[config.mk]
export PLATFORM = sky130hd
export DESIGN_NAME = wpis_slave
export DESIGN_NICKNAME = d
export VERILOG_FILES = /design/src/wpis_sync.v /design/src/wpis_slave.v
export VERILOG_INCLUDE_DIRS = /design/src
export SDC_FILE = /design/constraint.sdc
export NUM_CORES = 1
export LEC_CHECK = 0
export BUFFER_PORTS_ARGS = -buffer_cell sky130_fd_sc_hd__buf_4
export CAP_MARGIN = 20
export CORE_ASPECT_RATIO = 0.8
export CORE_MARGIN = 1.5
export CORE_UTILIZATION = 30
export DETAILED_ROUTE_END_ITERATION = 16
export GPL_TIMING_DRIVEN = 0
export SLEW_MARGIN = 5
export SYNTH_ARGS = -nofsm -noshare
export SYNTH_HDL_FRONTEND = slang
export SYNTH_HIERARCHICAL = 1
export SYNTH_SLANG_ARGS = --single-unit
[constraint.sdc]
create_clock -name CLK -period 3.5 [get_ports CLK]
set_input_delay 0.35 -clock CLK [delete_from_list [all_inputs] [get_ports CLK]]
set_output_delay 0.35 -clock CLK [all_outputs]
set_load 0.05 [all_outputs]
[src/wpis_map.vh]
// Constants for the wiper serial slave port
`ifndef WPIS_MAP_VH
`define WPIS_MAP_VH

// Register offset and reset value
`define WPIS_WIPER_ADDR 8'h00
`define WPIS_WIPER_RESET 8'h80
// Identity byte field positions
`define WPIS_ID_MSB 7
`define WPIS_ID_LSB 1
`define WPIS_RW_BIT 0
// Bits per byte on the wire
`define WPIS_BYTE_BITS 4'd8
// Power-up window and the clock period, both in ns
`define WPIS_PWRUP_NS 128
`define WPIS_CLK_NS 8
`define WPIS_PWRUP_CYC (`WPIS_PWRUP_NS / `WPIS_CLK_NS)

`endif

[src/wpis_sync.v]
// Two-stage synchroniser for one bus line
`timescale 1ns/100ps
`default_nettype none

module wpis_sync (
  // Clock and reset
  input wire CLK,
  input wire RST,
  // Asynchronous line and its synchronised level
  input wire LINE_IN,
  output wire LINE_SYNC
);

  reg stage1;
  reg stage2;

  // Lines idle high, so both stages reset high
  always @(posedge CLK or posedge RST) begin
    if (RST) begin
      stage1 <= 1'b1;
      stage2 <= 1'b1;
    end else begin
      stage1 <= LINE_IN;
      stage2 <= stage1;
    end
  end

  assign LINE_SYNC = stage2;

endmodule // wpis_sync

`default_nettype wire

[src/wpis_slave.v]
// Two-wire slave port owning the eight-bit wiper position register
`timescale 1ns/100ps
`default_nettype none
`include "wpis_map.vh"

module wpis_slave #(
  // Device code; value is arbitrary
  parameter [6:0] DEV_CODE = 7'h2a,
  // Power-up window in clock cycles
  parameter integer PWRUP_CYC = `WPIS_PWRUP_CYC
) (
  // Clock and reset
  input wire CLK,
  input wire RST,
  // Serial clock from the master, sampled only
  input wire SCL_IN,
  // Serial data, open drain
  input wire SDA_IN,
  output wire SDA_OUT,
  output wire SDA_OE,
  // Wiper position and its update pulse
  output wire [7:0] WIPER,
  output wire WIPER_LOAD,
  // Status
  output wire BUSY
);

  // Protocol states
  localparam [3:0] ST_IDLE = 4'h0;
  localparam [3:0] ST_IDRX = 4'h1;
  localparam [3:0] ST_IDACK = 4'h2;
  localparam [3:0] ST_ADRX = 4'h3;
  localparam [3:0] ST_ADACK = 4'h4;
  localparam [3:0] ST_WRX = 4'h5;
  localparam [3:0] ST_WACK = 4'h6;
  localparam [3:0] ST_TX = 4'h7;
  localparam [3:0] ST_MACK = 4'h8;
  localparam [3:0] ST_IGNORE = 4'h9;

  // Power-up counter width
  localparam integer PW = 16;

  wire scl_s;
  wire sda_s;
  reg scl_prev;
  reg sda_prev;
  reg [PW-1:0] pwr_cnt;
  reg ready;
  reg [3:0] state;
  reg [3:0] bit_cnt;
  reg [7:0] shift;
  reg [7:0] hold;
  reg [7:0] wiper;
  reg drive;
  reg nine;
  reg mack;
  reg rd_dir;
  reg load;
  reg [3:0] next_state;
  reg [3:0] next_bit_cnt;
  reg [7:0] next_shift;
  reg [7:0] next_hold;
  reg [7:0] next_wiper;
  reg next_drive;
  reg next_nine;
  reg next_mack;
  reg next_rd_dir;
  reg next_load;

  wire scl_rise;
  wire scl_fall;
  wire start_evt;
  wire stop_evt;

  // True when the identity byte carries our device code
  function id_match;
    input [7:0] b;
    begin
      id_match = (b[`WPIS_ID_MSB:`WPIS_ID_LSB] == DEV_CODE);
    end
  endfunction

  // Shift a sampled bit in at the bottom, so the first bit ends on top
  function [7:0] shift_in;
    input [7:0] b;
    input d;
    begin
      shift_in = {b[6:0], d};
    end
  endfunction

  // Count one more bit, saturating at eight
  function [3:0] count_up;
    input [3:0] c;
    begin
      if (c >= `WPIS_BYTE_BITS)
        count_up = c;
      else
        count_up = c + 4'd1;
    end
  endfunction

  // Both bus lines pass two flops before any logic reads them
  wpis_sync u_scl_sync (
    .CLK(CLK),
    .RST(RST),
    .LINE_IN(SCL_IN),
    .LINE_SYNC(scl_s)
  );

  wpis_sync u_sda_sync (
    .CLK(CLK),
    .RST(RST),
    .LINE_IN(SDA_IN),
    .LINE_SYNC(sda_s)
  );

  // Previous levels for edge detection
  always @(posedge CLK or posedge RST) begin
    if (RST) begin
      scl_prev <= 1'b1;
      sda_prev <= 1'b1;
    end else begin
      scl_prev <= scl_s;
      sda_prev <= sda_s;
    end
  end

  // Edges of the master's clock; the master alone supplies it
  assign scl_rise = scl_s & ~scl_prev;
  assign scl_fall = ~scl_s & scl_prev;

  // Data edges with the clock held high are START and STOP
  assign start_evt = sda_prev & ~sda_s & scl_s & scl_prev;
  assign stop_evt = ~sda_prev & sda_s & scl_s & scl_prev;

  // Power-up window: the engine stays idle until it runs out
  always @(posedge CLK or posedge RST) begin
    if (RST) begin
      pwr_cnt <= {PW{1'b0}};
      ready <= 1'b0;
    end else if (!ready) begin
      if (pwr_cnt >= PWRUP_CYC[PW-1:0] - {{(PW-1){1'b0}}, 1'b1})
        ready <= 1'b1;
      pwr_cnt <= pwr_cnt + {{(PW-1){1'b0}}, 1'b1};
    end
  end

  // Protocol engine, next values
  always @* begin
    next_state = state;
    next_bit_cnt = bit_cnt;
    next_shift = shift;
    next_hold = hold;
    next_wiper = wiper;
    next_drive = drive;
    next_nine = nine;
    next_mack = mack;
    next_rd_dir = rd_dir;
    next_load = 1'b0;
    if (!ready) begin
      // START during power-up is disregarded
      next_state = ST_IDLE;
      next_drive = 1'b0;
    end else if (start_evt) begin
      // Any START, first or repeated, opens a new identity byte
      next_state = ST_IDRX;
      next_bit_cnt = 4'd0;
      next_drive = 1'b0;
      next_nine = 1'b0;
    end else if (stop_evt) begin
      // STOP returns to standby from any state
      next_state = ST_IDLE;
      next_drive = 1'b0;
    end else begin
      case (state)
        ST_IDLE: begin
          // Nothing is answered until a START
          next_drive = 1'b0;
        end
        ST_IDRX: begin
          // Sample on the rising clock, most significant bit first
          if (scl_rise) begin
            next_shift = shift_in(shift, sda_s);
            next_bit_cnt = count_up(bit_cnt);
          end else if (scl_fall && bit_cnt == `WPIS_BYTE_BITS) begin
            next_nine = 1'b0;
            if (id_match(shift)) begin
              // Valid identity: pull low for the ninth clock
              next_rd_dir = shift[`WPIS_RW_BIT];
              next_state = ST_IDACK;
              next_drive = 1'b1;
            end else begin
              // Foreign identity: stay released and wait for START
              next_state = ST_IGNORE;
              next_drive = 1'b0;
            end
          end
        end
        ST_IDACK: begin
          if (scl_rise) begin
            next_nine = 1'b1;
          end else if (scl_fall && nine) begin
            next_bit_cnt = 4'd0;
            next_nine = 1'b0;
            if (rd_dir) begin
              // Read direction: load the wiper and drive its top bit
              next_state = ST_TX;
              next_shift = {wiper[6:0], 1'b0};
              next_drive = ~wiper[7];
            end else begin
              next_state = ST_ADRX;
              next_drive = 1'b0;
            end
          end
        end
        ST_ADRX: begin
          if (scl_rise) begin
            next_shift = shift_in(shift, sda_s);
            next_bit_cnt = count_up(bit_cnt);
          end else if (scl_fall && bit_cnt == `WPIS_BYTE_BITS) begin
            next_nine = 1'b0;
            if (shift == `WPIS_WIPER_ADDR) begin
              // Only address 00h selects the wiper; acknowledge it
              next_state = ST_ADACK;
              next_drive = 1'b1;
            end else begin
              // Bad address blocks any write
              next_state = ST_IGNORE;
              next_drive = 1'b0;
            end
          end
        end
        ST_ADACK: begin
          if (scl_rise) begin
            next_nine = 1'b1;
          end else if (scl_fall && nine) begin
            // A data byte follows unless a repeated START comes first
            next_state = ST_WRX;
            next_bit_cnt = 4'd0;
            next_nine = 1'b0;
            next_drive = 1'b0;
          end
        end
        ST_WRX: begin
          if (scl_rise) begin
            // Data enters the holding register bit by bit
            next_hold = shift_in(hold, sda_s);
            next_bit_cnt = count_up(bit_cnt);
          end else if (scl_fall && bit_cnt == `WPIS_BYTE_BITS) begin
            // Falling edge after the LSB commits the byte
            next_wiper = hold;
            next_load = 1'b1;
            next_state = ST_WACK;
            next_drive = 1'b1;
            next_nine = 1'b0;
          end
        end
        ST_WACK: begin
          if (scl_rise) begin
            next_nine = 1'b1;
          end else if (scl_fall && nine) begin
            // One data byte per write; then wait for STOP
            next_state = ST_IGNORE;
            next_drive = 1'b0;
          end
        end
        ST_TX: begin
          if (scl_rise) begin
            next_bit_cnt = count_up(bit_cnt);
          end else if (scl_fall) begin
            if (bit_cnt == `WPIS_BYTE_BITS) begin
              // Eight bits sent: release for the master's answer
              next_state = ST_MACK;
              next_drive = 1'b0;
              next_nine = 1'b0;
              next_mack = 1'b0;
            end else begin
              // Next bit, changed only while the clock is low
              next_drive = ~shift[7];
              next_shift = {shift[6:0], 1'b0};
            end
          end
        end
        ST_MACK: begin
          if (scl_rise) begin
            next_nine = 1'b1;
            next_mack = ~sda_s;
          end else if (scl_fall && nine) begin
            next_nine = 1'b0;
            next_bit_cnt = 4'd0;
            if (mack) begin
              // Master acknowledged: send the wiper again
              next_state = ST_TX;
              next_shift = {wiper[6:0], 1'b0};
              next_drive = ~wiper[7];
            end else begin
              // No acknowledge ends the read; STOP follows
              next_state = ST_IGNORE;
              next_drive = 1'b0;
            end
          end
        end
        ST_IGNORE: begin
          next_drive = 1'b0;
        end
        default: begin
          next_state = ST_IDLE;
          next_drive = 1'b0;
        end
      endcase
    end
  end

  // Protocol engine registers; wiper presets to mid-scale
  always @(posedge CLK or posedge RST) begin
    if (RST) begin
      state <= ST_IDLE;
      bit_cnt <= 4'd0;
      shift <= 8'h00;
      hold <= 8'h00;
      wiper <= `WPIS_WIPER_RESET;
      drive <= 1'b0;
      nine <= 1'b0;
      mack <= 1'b0;
      rd_dir <= 1'b0;
      load <= 1'b0;
    end else begin
      state <= next_state;
      bit_cnt <= next_bit_cnt;
      shift <= next_shift;
      hold <= next_hold;
      wiper <= next_wiper;
      drive <= next_drive;
      nine <= next_nine;
      mack <= next_mack;
      rd_dir <= next_rd_dir;
      load <= next_load;
    end
  end

  // Open drain: only ever pulls low, released from reset
  assign SDA_OUT = 1'b0;
  assign SDA_OE = drive;

  // Wiper and status outputs
  assign WIPER = wiper;
  assign WIPER_LOAD = load;
  assign BUSY = (state != ST_IDLE);

endmodule // wpis_slave

`default_nettype wire

==> results of run 1 <==
## worst paths after layout
path,from,end,slack (ps),depth (start not counted)
hold / removal,RST,u_scl_sync/stage1,70,2
max in group asynchronous,RST,WIPER[7],2810,3
hold reg to reg,u_scl_sync/stage1,u_scl_sync/LINE_SYNC,350,0
setup reg to reg,state[0],shift[6],1210,5
setup / recovery,state[0],BUSY,1140,5
min in group CLK,SCL_IN,u_scl_sync/stage1,130,1
## metal layers
metal / up-vias / track usage
li1: 1110 / -
met1: 1118 / 0.1901
met2: 66 / 0.1822
met3: 4 / 0.04147
met4: 0 / 0.04518
met5: - / 0
## cell usage in the layout, fill, tap and decap left out, drive strengths merged, types with 8 or more instances in the layout
master,synthesis,layout
dfrtp,53,53
mux2,35,35
buf,11,26
nand2,20,20
inv,15,15
clkbuf,4,14
xnor2,13,13
o21ai,13,13
nor2,12,12
nand3,8,8
a21oi,8,8
## power breakdown
part	internal, mW	leakage (nW)	switching (mW)
Sequential	0.702	0.804	0.00338
Clock	0.568	0.144	0.306
Combinational	0.0172	0.878	0.0331
Total	1.29	1.83	0.342
## cell type report
class,count,area [sq um]
clock inverters,6,63.81
well taps,140,175.2
fillers,1026,6535
inverters,15,56.30
flip-flops and latches,60,1510
repair buffers,15,125.1
plain buffers,15,91.34
multi-input cells,204,1568
clock buffers,10,239.0
## per-stage QoR
step | setup slack, ps | instances | instance area (sq um)
2_1_floorplan | 1465 | 294 | 3226
3_5_place_dp | 1260 | 449 | 3526
3_3_place_gp | 1004 | 448 | 3506
4_1_cts | 1142 | 465 | 3829
6_report | 1143 | 465 | 3829
5_1_grt | 981.1 | 465 | 3829
## kinds of logic (layout without fill, tap and decap cells)
| kind of cell | count (synthesis) | count (layout) | share of synthesized area |
|---|---|---|---|
| adder cells (fa/ha/maj) | 4 | 4 | 0.01474 |
| AND/OR/NAND/NOR | 93 | 93 | 0.1652 |
| XOR/XNOR | 19 | 19 | 0.05159 |
| buffers and inverters | 30 | 61 | 0.04577 |
| multiplexers | 37 | 37 | 0.1377 |
| flip-flops | 60 | 60 | 0.4682 |
| AO/OA/AOI/OAI | 50 | 50 | 0.1156 |
| other | 1 | 1 | 0.001163 |
## sequential cells by signal, indices dropped and copies added (netlist names)
signal	count
nine	1
bit_cnt	4
u_scl_sync/LINE_SYNC	1
ready	1
u_scl_sync/stage1	1
u_sda_sync/stage1	1
mack	1
WIPER_LOAD	1
shift	8
pwr_cnt	16
SDA_OE	1
u_sda_sync/LINE_SYNC	1
rd_dir	1
WIPER	8
hold	8
sda_prev	1
state	4
scl_prev	1
## worst max-delay path: cells and delay by family (launching register included)
kind          cells  cell delay (ps)
buf+inv           4              770
flops             1              400
simple gates      1              500
==> metrics.txt, run 1 <==
top cell type's share of synthesized area=0.4112; met1 wire length=3.529 mm; CTS Root Buffer Type=clkbuf_16; vias in the first global route=2225; Post-DRT Antenna Nets=0; Hold WS=67.82 ps; Distinct cells, synth=60; # rows=33; H-tree Lvls=3; Max Transition Viols Final=0; async set or reset register ratio after synthesis=1.000; Final Total Pwr=1.629 mW; final setup violation count=0; Setup Fix Bufs, Post-CTS=0; dpl hpwl=4.875 mm; Slew @ Worst Pin=719.9 ps; gpl congestion=0.8825; count leader, synth=dfrtp_1; post-layout util=0.3694; CP cell instances=clkbuf_1 -> buf_2 -> nor4_1 -> inv_1 -> buf_4; Post-route DRC=0; Overflow after GRT=0; Main synth FF type=dfrtp_1; via count=2298; # Max-Cap Violations=0; CP max FO=10; final-report hold violation count=0; drt pass-1 iters=4; min Tclk post-route=2357 ps; Seq/Total Area, Yosys=0.4682; Max stage delay cell, worst path=nor4_1; initial antenna violation count=0; ANT cells=0; Slew HR=0.5191; largest net degree at the start of global routing=36; Leak Pwr=1.826 nW; Die H=95.75 microns; quantity of I/O buffers inserted on ports=14; cts hold-fix bufs=0; Area Overhead vs Synth=18.70%; Synth top cells by count=dfrtp_1 (53), mux2_2 (25), nand2_1 (20); PostCTS Resize Cnt=0; Setup crit start kind=register; largest cells by area after synthesis=dfrtp_1 (41%), mux2_2 (8.7%), dfstp_2 (5.7%); num ports=16; setup TNS=0 ps; die footprint=11390 sq um; DR WL met3=465 microns; Initial Utilization=0.3112; DR top layer=met4; EDFF count, synth=0; final setup skew=5.416 ps; top achievable clock speed=424.3 MHz; DR WL met2=2.847 mm; fraction of layout cells with a size suffix above 1=0.2738; DRT iter0 DRCs=170; Syn Inst Count=294; first-pass GRT wire length=11.49 mm; PwrDens=425.4 nW/um^2; core area=10360 sq um; CP max stage delay=500 ps; Synthesis Warnings=6; routed len/inst=14.82 microns; clock slew at reported path FFs=50 ps; final period utilization=0.6733; Clock Tree Buf Depth=2; outcome=finished, final reports clean; TritonCTS clock tree=done; worst skew pair latency=330 ps; die width=118.9 microns; kind of critical path=reg2out; Synth Register Bits=60; CTS Sinks=60; Synth Cell Area=3226 sq um; Syn Area/Cell=10.97 sq um; Worst Path Required=3150 ps; drt total wl=6.889 mm; Hold WC Path Type=in2async; dominant cell type by area after synthesis=dfrtp_1; crit end category=primary output; RSZ-0062 raised after global routing=no; Worst IR Drop VDD=0.3050 mV; total CTS buffers=9; Total GRT Usage=0.1309; fin nets=327; critical path arrival=2010 ps; Vias/cell=4.942; Net Count, Synth=301
Power figures use the tool's default switching activity.
==> inputs of run 2 (changes only) <==
- clock period: 3.5 -> 2 ns (I/O delays scaled with it)
==> run 2 against run 1 <==
Against the previous run: largest power group unchanged; largest cell class unchanged; critical path type is now reg2reg; sequential share of layout area decreased by 3.3 points; cell count increased by 3.9%; core utilization increased by 3.4 points; routed wire length increased by 6.0%.
==> metrics.txt, run 2 (synthesized netlist as in run 1, its figures left out) <==
WP buf/inv=0 (was 4); vias in the first global route=2268 (was 2225); Die H=95.75 microns (unchanged); DRT iter0 DRCs=173 (was 170); combinational share of power=0.033 (was 0.031); clock slew at reported path FFs=50 ps (about the same); Post-DRT Antenna Nets=0 (unchanged); critical path arrival=2190 ps (was 2010 ps); fin nets=345 (was 327); Overflow after GRT=0 (unchanged); CP cell instances=nor2b_2 -> o21ai_0 -> o2111a_2 -> or4b_4 -> o211a_1 (was clkbuf_1 -> buf_2 -> nor4_1 -> inv_1 -> buf_4); CP max stage delay=600 ps (was 500 ps); Setup crit start kind=register (unchanged); Clock Tree Buf Depth=2 (unchanged); # Max-Cap Violations=0 (unchanged); top achievable clock speed=505.6 MHz; num ports=16 (unchanged); Initial Utilization=0.3112 (unchanged); final setup skew=5.191 ps (was 5.416 ps); Layout fillers=989 (was 1026); drt total wl=7.302 mm (was 6.889 mm); via count=2436 (was 2298); die footprint=11390 sq um (unchanged); gpl congestion=0.8846 (was 0.8825); Total GRT Usage=0.1360 (was 0.1309); die width=118.9 microns (unchanged); final-report hold violation count=0 (unchanged); first-pass GRT wire length=12.07 mm (was 11.49 mm); min Tclk post-route=1978 ps; total CTS buffers=9 (unchanged); Max Transition Viols Final=0 (unchanged); Largest register FFs=16 (unchanged); routed len/inst=15.12 microns (was 14.82 microns); Final Total Pwr=3.088 mW (was 1.629 mW); RSZ-0062 raised after global routing=yes (was no); PwrDens=738.6 nW/um^2 (was 425.4 nW/um^2); final period utilization=0.9889; fraction of layout cells with a size suffix above 1=0.3819 (was 0.2738); drt pass-1 iters=4 (unchanged); dpl hpwl=4.856 mm (was 4.875 mm); # rows=33 (unchanged); Clock Power Share=0.567 (was 0.536); placed insts=449 (unchanged); kind of critical path=reg2reg (was reg2out); H-tree Lvls=3 (unchanged); Post-Layout Cell Count=483 (was 465); Vias/cell=5.043 (was 4.942); core area=10360 sq um (unchanged); CP max FO=5 (was 10); P_sw=603.0 uW (was 342.1 uW); Reg power frac=0.400 (was 0.433); post-layout util=0.4034 (was 0.3694); Slew @ Worst Pin=515.3 ps (was 719.9 ps); final setup violation count=0 (unchanged); largest net degree at the start of global routing=36 (unchanged); Top reg by flops=pwr_cnt (unchanged); CTS Sinks=60 (unchanged); ANT cells=0 (unchanged); most frequent cells in the layout=dfrtp_1 (53), buf_4 (34), mux2_2 (25) (was dfrtp_1 (53), mux2_2 (25), nand2_1 (20)); quantity of I/O buffers inserted on ports=14 (unchanged); Worst Path Required=2210 ps (was 3150 ps); worst skew pair latency=320 ps (was 330 ps); Leak Pwr=1.979 nW (was 1.826 nW); Slew HR=0.6559 (was 0.5191); TritonCTS clock tree=done (unchanged); Area Overhead vs Synth=29.60% (was 18.70%); Sw Share=0.1953 (was 0.2100); Worst IR Drop VDD=0.4976 mV (was 0.3050 mV); multi-input logic area=1703 sq um (was 1568 sq um); initial antenna violation count=0 (unchanged); Crit path max-delay family=simple AND/OR/NAND/NOR gates (was buffers and inverters); commonest non-fill, non-tap cell in the layout=dfrtp_1 (unchanged); Hold WC Path Type=reg2reg (was in2async); Max stage delay cell, worst path=dfstp_2 (was nor4_1); internal power=2.485 mW (was 1.287 mW); Seq. cell area=1510 sq um (unchanged); Post-route DRC=0 (unchanged); CTS Root Buffer Type=clkbuf_16 (unchanged); Hold WS=354.2 ps (was 67.82 ps); outcome=finished, final reports clean (unchanged); crit end category=register (was primary output)
==> run 2: changes by cell type in the layout (fill, tap and decap cells not counted), sizes merged <==
cell         delta
bufinv          +2
buf            +14
clkinvlp        -2
dlygate4sd3     +3
clkbuf          +1
==> run 2: worst paths after layout <==
| path | start | end | slack [ps] | depth (start not counted) |
|---|---|---|---|---|
| max in group asynchronous | RST | WIPER[7] | 890 | 4 |
| worst max register to register | scl_prev | SDA_OE | 20 | 5 |
| worst max-delay path | scl_prev | SDA_OE | 20 | 5 |
| worst min register to register | u_scl_sync/stage1 | u_scl_sync/LINE_SYNC | 350 | 0 |
| worst min-delay path | u_scl_sync/stage1 | u_scl_sync/LINE_SYNC | 350 | 0 |
| min in group asynchronous | RST | u_scl_sync/stage1 | 480 | 3 |
==> run 2: repair_timing <==
item	in CTS	in global routing
resized for setup	16	31
endpoints found under the setup margin	33	27
hold buffers	3	0
endpoints found under the hold margin	25	0
setup buffers	12	7
pin swaps	8	5
==> run 2: layer usage <==
layer,routed length [microns],GRT usage,vias to the layer above
met2,3190,0.2011,77
met1,3597,0.1916,1209
met3,467,0.04739,6
met5,0,0,-
met4,48,0.03112,0
li1,-,-,1144
==> run 2: through the flow <==
step	cell area [sq um]	TNS (ps)	setup WS (ps)
final	4180	0	22.16
after global routing	4180	-194.3	-77.52
after CTS	4035	-141.0	-35.29
after detailed placement	3526	-4251	-218.0
after global placement	3506	-22400	-336.0
after floorplan	3226	0	42.65
==> run 2: power by group through the flow <==
stage | Clock [mW] | Sequential [mW] | Combinational [mW]
after floorplan | 0 | 1.25 | 0.0621
after global placement | 0 | 1.25 | 0.0839
after detailed placement | 0 | 1.25 | 0.0894
after CTS | 1.80 | 1.23 | 0.0994
after global routing | 1.86 | 1.24 | 0.113
final | 1.75 | 1.24 | 0.102
==> run 2: layout make-up <==
type | instances | area share
plain buffers | 12 | 0.02095
clock buffers | 10 | 0.05477
clock inverters | 6 | 0.02694
inverters | 15 | 0.01347
multi-input cells | 204 | 0.4074
flip-flops and latches | 60 | 0.3613
well taps | 140 | 0.04190
repair buffers | 36 | 0.07333
